==> src/rtl/lp_cal_regs.vh <==
// register offsets, field positions, reset values and timing figures of the scheduler
`ifndef LP_CAL_REGS_VH
`define LP_CAL_REGS_VH
`define SCHED_OFFSET 12'h006E
`define GATE_OFFSET 12'h0070
`define VECTOR_OFFSET 12'h0071
`define SOFT_TRIG_OFFSET 12'h006C
`define TRIG_SEL_OFFSET 12'h006B
`define BG_CFG_OFFSET 12'h0062
`define SCHED_RESET 8'h88
`define GATE_RESET 8'h00
`define SOFT_TRIG_RESET 8'h01
`define TRIG_SEL_RESET 8'h00
`define BG_CFG_RESET 8'h01
`define SLEEP_MSB 7
`define SLEEP_LSB 5
`define WAKE_MSB 4
`define WAKE_LSB 3
`define TRIG_WAKE_BIT 1
`define LOWPOWER_EN_BIT 0
`define GATE_EN_BIT 0
`define SOFT_TRIG_BIT 0
`define TRIG_SEL_BIT 0
`define BG_EN_BIT 1
`define DELAY_UNIT_LOG2 8
`define TIMER_W 42
`endif
==> src/rtl/delay_timer.v <==
// phase timer counting (2^k+1)*256 device clocks
`default_nettype none
module delay_timer (
  // clock and reset
  input wire clk,
  input wire rst,
  // control
  input wire restart,
  input wire run,
  input wire [5:0] k_exp,
  // status
  output wire expired
);
`include "lp_cal_regs.vh"
  reg [`TIMER_W-1:0] cnt_q;
  wire [`TIMER_W-1:0] limit;
  // terminal count (2^k+1)*256 - 1; 2^33 term needs 42 bits
  assign limit = ((({{(`TIMER_W-1){1'b0}}, 1'b1} << k_exp) + {{(`TIMER_W-1){1'b0}}, 1'b1})
                  << `DELAY_UNIT_LOG2) - {{(`TIMER_W-1){1'b0}}, 1'b1};
  assign expired = run && (cnt_q == limit);
  // restart clears, disabled clears; holds at terminal count
  always @(posedge clk) begin
    if (rst || restart || !run) begin
      cnt_q <= {`TIMER_W{1'b0}};
    end else if (!expired) begin
      cnt_q <= cnt_q + {{(`TIMER_W-1){1'b0}}, 1'b1};
    end
  end
endmodule
`default_nettype wire

==> src/rtl/lowpower_bg_cal_scheduler.v <==
// low-power background calibration scheduler with register port
`default_nettype none
// What this block does
// - source select 0 takes software trigger bit
// - sleep code picks (2^k+1)*256 sleep clocks
// - sleep delay only in autonomous low-power mode
// - wake code picks settling time before calibration
// - wake delay applies whenever low-power enabled
// - trigger-wake cleared runs autonomous sleep timing
// - trigger-wake set sleeps until trigger low
// - low-power enable needs background calibration enabled
// - gate bit permits vector port access
// - schedule register at 0x06E, resets 0x88
// - vector port at 0x071, contents undefined
// - select 1 takes the external pin
module lowpower_bg_cal_scheduler (
  // clock and reset
  input wire CORE_CLK,
  input wire RST,
  // register port
  input wire [11:0] ADDR,
  input wire [7:0] WDATA,
  input wire WR_STB,
  input wire RD_STB,
  output reg [7:0] RDATA,
  // trigger pin
  input wire EXTERNAL_TRIGGER_PIN,
  // calibration engine side
  input wire CAL_HALTED,
  input wire [7:0] VECTOR_RDATA,
  output reg VECTOR_RD,
  output reg VECTOR_WR,
  output reg [7:0] VECTOR_WDATA,
  // scheduler state
  output reg CORE_SLEEP,
  output reg CAL_START,
  output wire [1:0] SCHED_STATE
);
`include "lp_cal_regs.vh"
  // scheduler states
  localparam ST_IDLE = 2'b00;
  localparam ST_SLEEP = 2'b01;
  localparam ST_WAKE = 2'b10;
  localparam ST_CAL = 2'b11;

  // register bank and its next values
  reg [7:0] sched_q;
  reg [7:0] gate_q;
  reg [7:0] soft_q;
  reg [7:0] sel_q;
  reg [7:0] bg_q;
  reg [7:0] sched_d;
  reg [7:0] gate_d;
  reg [7:0] soft_d;
  reg [7:0] sel_d;
  reg [7:0] bg_d;
  reg [7:0] rdata_d;
  // scheduler
  reg [1:0] state_q;
  reg [1:0] state_d;
  reg [5:0] sleep_k;
  reg [5:0] wake_k;
  wire trig_level;
  wire lp_active;
  wire auto_mode;
  wire sleep_done;
  wire wake_done;
  wire enter_phase;
  wire sleep_run;
  wire wake_run;
  // address decode and vector strobes
  wire hit_sched;
  wire hit_gate;
  wire hit_soft;
  wire hit_sel;
  wire hit_bg;
  wire hit_vector;
  wire gate_open;
  reg vec_rd_d;
  reg vec_wr_d;

  // trigger source mux; the unused source is ignored entirely, so a floating
  // pin cannot wake the cores while software owns the trigger
  assign trig_level = sel_q[`TRIG_SEL_BIT] ? EXTERNAL_TRIGGER_PIN
                                           : soft_q[`SOFT_TRIG_BIT];
  // low-power only counts when background calibration is on
  assign lp_active = sched_q[`LOWPOWER_EN_BIT] && bg_q[`BG_EN_BIT];
  assign auto_mode = !sched_q[`TRIG_WAKE_BIT];
  assign SCHED_STATE = state_q;
  assign enter_phase = (state_q != state_d);

  // sleep code to exponent; codes below 4 are accepted but save little power
  // because the wake and settling time then dominates
  always @* begin
    case (sched_q[`SLEEP_MSB:`SLEEP_LSB])
      3'h0: sleep_k = 6'd3;
      3'h1: sleep_k = 6'd15;
      3'h2: sleep_k = 6'd18;
      3'h3: sleep_k = 6'd21;
      3'h4: sleep_k = 6'd24;
      3'h5: sleep_k = 6'd27;
      3'h6: sleep_k = 6'd30;
      default: sleep_k = 6'd33;
    endcase
  end

  // wake code to exponent; code 0 leaves the core too little settling time,
  // but it is honoured as written rather than clamped
  always @* begin
    case (sched_q[`WAKE_MSB:`WAKE_LSB])
      2'h0: wake_k = 6'd3;
      2'h1: wake_k = 6'd18;
      2'h2: wake_k = 6'd21;
      default: wake_k = 6'd24;
    endcase
  end

  // timers run only in their own phase; dropping low-power clears both
  assign sleep_run = lp_active && auto_mode && (state_q == ST_SLEEP);
  assign wake_run = lp_active && (state_q == ST_WAKE);

  // sleep timer runs only in autonomous sleep; in trigger-wake mode the
  // code is ignored and the core waits for a low trigger instead
  delay_timer sleep_timer (
    .clk(CORE_CLK),
    .rst(RST),
    .restart(enter_phase),
    .run(sleep_run),
    .k_exp(sleep_k),
    .expired(sleep_done)
  );

  // wake timer runs in every low-power wake phase, whichever way the
  // core was woken
  delay_timer wake_timer (
    .clk(CORE_CLK),
    .rst(RST),
    .restart(enter_phase),
    .run(wake_run),
    .k_exp(wake_k),
    .expired(wake_done)
  );

  // scheduler next state; a trigger still low after calibration wakes the
  // core again at once, since the trigger is a level and not an edge
  always @* begin
    state_d = state_q;
    case (state_q)
      ST_IDLE: begin
        if (lp_active) begin
          state_d = ST_SLEEP;
        end
      end
      ST_SLEEP: begin
        if (auto_mode && sleep_done) begin
          state_d = ST_WAKE;
        end else if (!auto_mode && !trig_level) begin
          state_d = ST_WAKE;
        end
      end
      ST_WAKE: begin
        if (wake_done) begin
          state_d = ST_CAL;
        end
      end
      ST_CAL: begin
        // one-cycle calibration kick, then back to sleep
        state_d = ST_SLEEP;
      end
      default: state_d = ST_IDLE;
    endcase
    // disabling low-power drops straight back to idle
    if (!lp_active) begin
      state_d = ST_IDLE;
    end
  end

  // scheduler state and core controls; outputs follow the next state so
  // they line up with the state register instead of lagging it a cycle
  always @(posedge CORE_CLK) begin
    if (RST) begin
      state_q <= ST_IDLE;
      CORE_SLEEP <= 1'b0;
      CAL_START <= 1'b0;
    end else begin
      state_q <= state_d;
      CORE_SLEEP <= (state_d == ST_SLEEP);
      CAL_START <= (state_d == ST_CAL);
    end
  end

  // address decode shared by the write and vector paths; the read mux decodes ADDR itself
  assign hit_sched = (ADDR == `SCHED_OFFSET);
  assign hit_gate = (ADDR == `GATE_OFFSET);
  assign hit_soft = (ADDR == `SOFT_TRIG_OFFSET);
  assign hit_sel = (ADDR == `TRIG_SEL_OFFSET);
  assign hit_bg = (ADDR == `BG_CFG_OFFSET);
  assign hit_vector = (ADDR == `VECTOR_OFFSET);
  assign gate_open = gate_q[`GATE_EN_BIT];

  // register next values; a write takes the whole byte, reserved bits too,
  // so software reads back exactly what it wrote
  always @* begin
    sched_d = sched_q;
    gate_d = gate_q;
    soft_d = soft_q;
    sel_d = sel_q;
    bg_d = bg_q;
    if (WR_STB) begin
      if (hit_sched) begin
        sched_d = WDATA;
      end
      if (hit_gate) begin
        gate_d = WDATA;
      end
      if (hit_soft) begin
        soft_d = WDATA;
      end
      if (hit_sel) begin
        sel_d = WDATA;
      end
      if (hit_bg) begin
        bg_d = WDATA;
      end
    end
  end

  // register state; unmapped writes match no decode and change nothing,
  // which keeps stray host traffic from disturbing the schedule
  always @(posedge CORE_CLK) begin
    if (RST) begin
      sched_q <= `SCHED_RESET;
      gate_q <= `GATE_RESET;
      soft_q <= `SOFT_TRIG_RESET;
      sel_q <= `TRIG_SEL_RESET;
      bg_q <= `BG_CFG_RESET;
    end else begin
      sched_q <= sched_d;
      gate_q <= gate_d;
      soft_q <= soft_d;
      sel_q <= sel_d;
      bg_q <= bg_d;
    end
  end

  // vector strobes only while the gate bit is set; with the gate closed
  // the strobe is swallowed, but a write still loads VECTOR_WDATA
  always @* begin
    vec_rd_d = RD_STB && hit_vector && gate_open;
    vec_wr_d = WR_STB && hit_vector && gate_open;
  end

  // vector strobes and byte, registered towards the engine
  always @(posedge CORE_CLK) begin
    if (RST) begin
      VECTOR_RD <= 1'b0;
      VECTOR_WR <= 1'b0;
      VECTOR_WDATA <= 8'h00;
    end else begin
      VECTOR_RD <= vec_rd_d;
      VECTOR_WR <= vec_wr_d;
      if (WR_STB && hit_vector) begin
        VECTOR_WDATA <= WDATA;
      end
    end
  end

  // read mux; unmapped addresses show the scheduler state as a debug aid,
  // and zero is driven when no read is asked for
  always @* begin
    rdata_d = 8'h00;
    if (RD_STB) begin
      case (ADDR)
        `SCHED_OFFSET: rdata_d = sched_q;
        `GATE_OFFSET: rdata_d = gate_q;
        `SOFT_TRIG_OFFSET: rdata_d = soft_q;
        `TRIG_SEL_OFFSET: rdata_d = sel_q;
        `BG_CFG_OFFSET: rdata_d = bg_q;
        // closed gate reads zero; engine supplies the byte combinationally
        `VECTOR_OFFSET: rdata_d = gate_open ? VECTOR_RDATA : 8'h00;
        default: rdata_d = {6'h00, state_q};
      endcase
    end
  end

  // read data stands one cycle after the strobe, zero otherwise
  always @(posedge CORE_CLK) begin
    if (RST) begin
      RDATA <= 8'h00;
    end else begin
      RDATA <= rdata_d;
    end
  end

  // the halted flag is the host's business: it must see the flag set before
  // touching the vector port; the gate does not look at it, so a careless
  // access corrupts a running calibration rather than being refused
  wire unused_halted = CAL_HALTED;
endmodule
`default_nettype wire

==> config.mk <==
export PLATFORM = sky130hd
export DESIGN_NAME = lowpower_bg_cal_scheduler
export DESIGN_NICKNAME = d
export VERILOG_FILES = /design/src/rtl/delay_timer.v /design/src/rtl/lowpower_bg_cal_scheduler.v
export VERILOG_INCLUDE_DIRS = /design/src /design/src/rtl
export SDC_FILE = /design/constraint.sdc
export NUM_CORES = 1
export LEC_CHECK = 0
export BUFFER_PORTS_ARGS = -buffer_cell sky130_fd_sc_hd__buf_2
export CAP_MARGIN = 20
export CORE_ASPECT_RATIO = 1.75
export CORE_MARGIN = 2
export CORE_UTILIZATION = 60
export DETAILED_ROUTE_END_ITERATION = 16
export GPL_TIMING_DRIVEN = 0
export PLACE_DENSITY_LB_ADDON = 0.2
export SYNTH_ARGS = -nofsm -noshare
export SYNTH_HDL_FRONTEND = slang
export SYNTH_SLANG_ARGS = --single-unit
==> constraint.sdc <==
create_clock -name CORE_CLK -period 4 [get_ports CORE_CLK]
set_clock_uncertainty 0.2 [all_clocks]
set_input_delay 0.4 -clock CORE_CLK [delete_from_list [all_inputs] [get_ports CORE_CLK]]
set_output_delay 0.4 -clock CORE_CLK [all_outputs]
set_load 0.02 [all_outputs]
==> metrics.md <==
| Metric | Value |
|---|---|
| Status | `completed` |
| RSZ-0062 raised after global routing | `false` |
| Multiplexer area fraction after synthesis | `1.572%` |
| Worst Path Required | `about 4 ns` |
| Tot GR Track Use | `30.41%` |
| Fin Hold WS | `~0.036 ns` |
| DRC | `0` |
| Yosys cell types | `73` |
| Post-synth EDFFs | `0` |
| Total die area | `approximately 14000 um^2` |
| Relative slew slack | `47.93%` |
| FF/Latch Area | `2923 um^2` |
| TritonCTS Buffers | `17` |
| Post-DP HPWL | `15090 um` |
| Vias per cell | `6.306` |
| Crit path max fanout | `10` |
| Die width | `89.74 um` |
| Syn Area/Cell | `8.510 um^2` |
| Critical path cell sequence | `inv_1 -> ha_1 -> buf_6 -> nor4bb_1 -> ha_1 -> nor3_1 -> a221oi_2 -> a311o_2 -> and4b_4 -> buf_6 -> o21bai_1 -> nor4bb_1` |
| Gpl congestion | `0.9357` |
| P_leak | `2.901 nW` |
| Initial DRC count | `420` |
| Layout cells sized above 1 | `15.74%` |
| Die height | `154.0 um` |
| Postcts setup bufs | `0` |
| Synth Net Count | `955` |
| Antenna-violating nets left | `0` |
| Max Used Layer | `met4` |
| N_diodes | `0` |
| H-tree Lvls | `4` |
| Total number of vias | `7309` |
| Final WS setup | `~0.13 ns` |
| Startpoint types | `flip-flop` |
| Critical-path top delay cell | `nor4bb_1` |
| Seq cells post-synth | `146` |
| Total gr overflow | `0` |
| Max cap viols | `0` |
| WP data arrival | `3.93 ns` |
| Initial core utilization | `61.75%` |
| Post-Synth XOR/XNOR Area | `6.127%` |
| Core Area | `12500 um^2` |
| Area contributors post-synth | `dfxtp_1 (38%), nand2_1 (5.0%), nand3_1 (4.0%), nor3_1 (4.0%), xor2_1 (3.4%)` |
| NumNets Final | `1026` |
| First-pass GRT wire length | `34240 um` |
| Vias in the first global route | `7030` |
| Power Total | `3.117 mW` |
| Port Buffers | `52` |
| Synth Flop Type | `dfxtp_1` |
| Met2 wire length | `11340 um` |
| Total Wirelength | `21140 um` |
| P&R area growth vs syn | `13.71%` |
| Main combinational cell family by area after synthesis | `simple AND/OR/NAND/NOR gates` |
| Syn Std Cell Area | `7719 um^2` |
| Place WS | `between 0.3 and 0.4 ns` |
| Number of fill cells | `1005` |
| I/O Pins | `56` |
| Share of the synthesized area in the top cell type | `37.87%` |
| Final setup violation count | `0` |
| Final worst-path cycle share | `96.79%` |
| Largest net degree at the start of global routing | `17` |
| Synth Area in Adders | `2.269%` |
| Clk buf depth | `2` |
| Initial antenna violation count | `0` |
| Clock Sinks | `146` |
| Rows | `between 50 and 60` |
| Hold buffers post-CTS | `0` |
| Insertion delay to the later sink of the worst-skew pair | `0.43 ns` |
| Max VDD drop | `0.3127 mV` |
| Power per Cell Area | `around 360 nW/um^2` |
| Fin. Hold Viols | `0` |
| Worst setup path class | `reg -> reg` |
| Final worst path period need | `3.872 ns` |
| Routed length on met3 | `757 um` |
| WL per Instance | `18.24 um` |
| Post-CTS resize count | `0` |
| Mapped Cells | `907` |
| YS warnings | `0` |
| CTS tree | `built` |
| Fin. max-slew vios | `0` |
| Clk Tree Root Cell | `clkbuf_16` |
| Worst Setup End Kind | `flip-flop` |
| Tightest Pin Transition | `between 0.7 and 0.8 ns` |
| Ys async rst share | `0%` |
| Area of the multi-input gates | `between 4000 and 5000 um^2` |
| Synth Area in Simple Gates | `31.76%` |
| Max Fclk | `258.3 MHz` |
| Largest stage delay, worst path | `0.59 ns` |
| Register area share after synthesis | `a little under two fifths` |
| Synth area leader | `dfxtp_1` |
| Pre-antenna DRT Iters | `5` |
| TNS Setup | `0 ns` |
| CTS clk-pin slew, worst paths | `0.06 ns` |
| Min-delay worst type | `in -> reg` |
| Compound-Gate Fraction of Synth Area | `approximately 15%` |
| Metal-1 WL | `8223 um` |
-- Yosys cell counts (12+ instances only) --
cell type and instances:
nand2_1 102, nand3_1 61, nor3_2 12, nor2_1 36, clkbuf_1 28, xor2_1 30, buf_2 14, nor4_1 31
inv_1 20, a21oi_1 38, nor3_1 61, a211oi_1 27, xnor2_1 24, o31ai_1 12, dfxtp_1 146, or3_1 24
o21ai_0 23, nand4_1 29, and3_1 22, ha_1 14
-- state kept, by name, summed over array words and instances (netlist names) --
signal             cells
CAL_START              1
CORE_SLEEP             1
RDATA                  8
SCHED_STATE            2
VECTOR_RD              1
VECTOR_WDATA           8
VECTOR_WR              1
bg_q                   8
gate_q                 8
sched_q                8
sel_q                  8
sleep_timer.cnt_q     42
soft_q                 8
wake_timer.cnt_q      42
-- worst max-delay path, delay by kind of cell, from the launching register on --
family                     cells  cell delay [ns]
AOI/OAI and AO/OA              3             0.60
adders and majority gates      2             0.55
buffers and inverters          3             0.48
DFF                            1             0.54
and+or+nand+nor                4             1.34
-- worst paths after layout --
path | to | startpoint | slack [ns] | cells past startpoint
setup / recovery | CORE_SLEEP$_SDFF_PP0_ | sched_q[4]$_SDFFE_PP0P_ | 0.13 | 12
hold reg to reg | VECTOR_WDATA[1]$_SDFFE_PP0P_ | VECTOR_WDATA[1]$_SDFFE_PP0P_ | 0.25 | 2
hold / removal | RDATA[5]$_SDFF_PP0_ | VECTOR_RDATA[5] | 0.04 | 3
setup reg to reg | CORE_SLEEP$_SDFF_PP0_ | sched_q[4]$_SDFFE_PP0P_ | 0.13 | 12
-- per-stage QoR --
stage	std cells	cell area, um^2	utilization (%)
3_3_place_gp	1127	8189	65.52
5_1_grt	1159	8777	70.22
3_5_place_dp	1127	8189	65.52
6_report	1159	8777	70.22
2_1_floorplan	907	7719	-
4_1_cts	1159	8777	70.22
-- per-layer routing --
| metal | vias up | track usage [%] |
|---|---|---|
| met3 | 55 | 4.802 |
| met5 | - | 0 |
| met2 | 214 | 58.41 |
| li1 | 3521 | - |
| met1 | 3519 | 31.64 |
| met4 | 0 | 15.09 |
-- where the power goes --
part / switching, mW / internal (mW) / leakage, nW
combinational: 0.0428 / 0.0177 / 1.45
clock: 0.655 / 0.948 / 0.277
sequential: 0.0000400 / 1.45 / 1.18
-- layout by cell type (no fill, tap or decap), types with 5 or more instances in the layout --
cell        synthesis  routed
o31ai_1            12      12
xor2_1             30      30
nor4_1             31      31
inv_1              20      20
o21ai_0            23      23
nor2_1             36      36
a211oi_1           27      27
a31oi_1            10      10
nand3_1            61      61
clkinvlp_4          0       5
a221oi_1            8       8
and3b_1             5       5
nand4_1            29      29
or3_1              24      24
a22o_1              7       7
clkbuf_1           28      28
dfxtp_1           146     146
ha_1               14      14
nand2_1           102     102
buf_2              14      66
xnor2_1            24      24
buf_6               6       6
mux2i_1            11      11
a211oi_2            8       8
or4_1              11      11
buf_4              11      11
and3_1             22      22
nor3_1             61      61
clkbuf_16           0      17
a21oi_1            38      38
nor3_2             12      12
-- layout make-up --
cell class	count	area share, %
flip-flops and latches	146	33.30
clock inverters	13	1.540
inverters	20	0.8553
plain buffers	60	3.749
clock buffers	19	5.160
multi-input cells	681	50.04
well taps	168	2.395
repair buffers	52	2.965
-- logic make-up after synthesis --
family,Yosys count
AOI/OAI and AO/OA,164
buffers and inverters,80
muxes,12
DFF,146
and+or+nand+nor,437
xor gates and xnor gates,54
adders and majority gates,14
No activity file was read; power rests on OpenSTA's default activity.
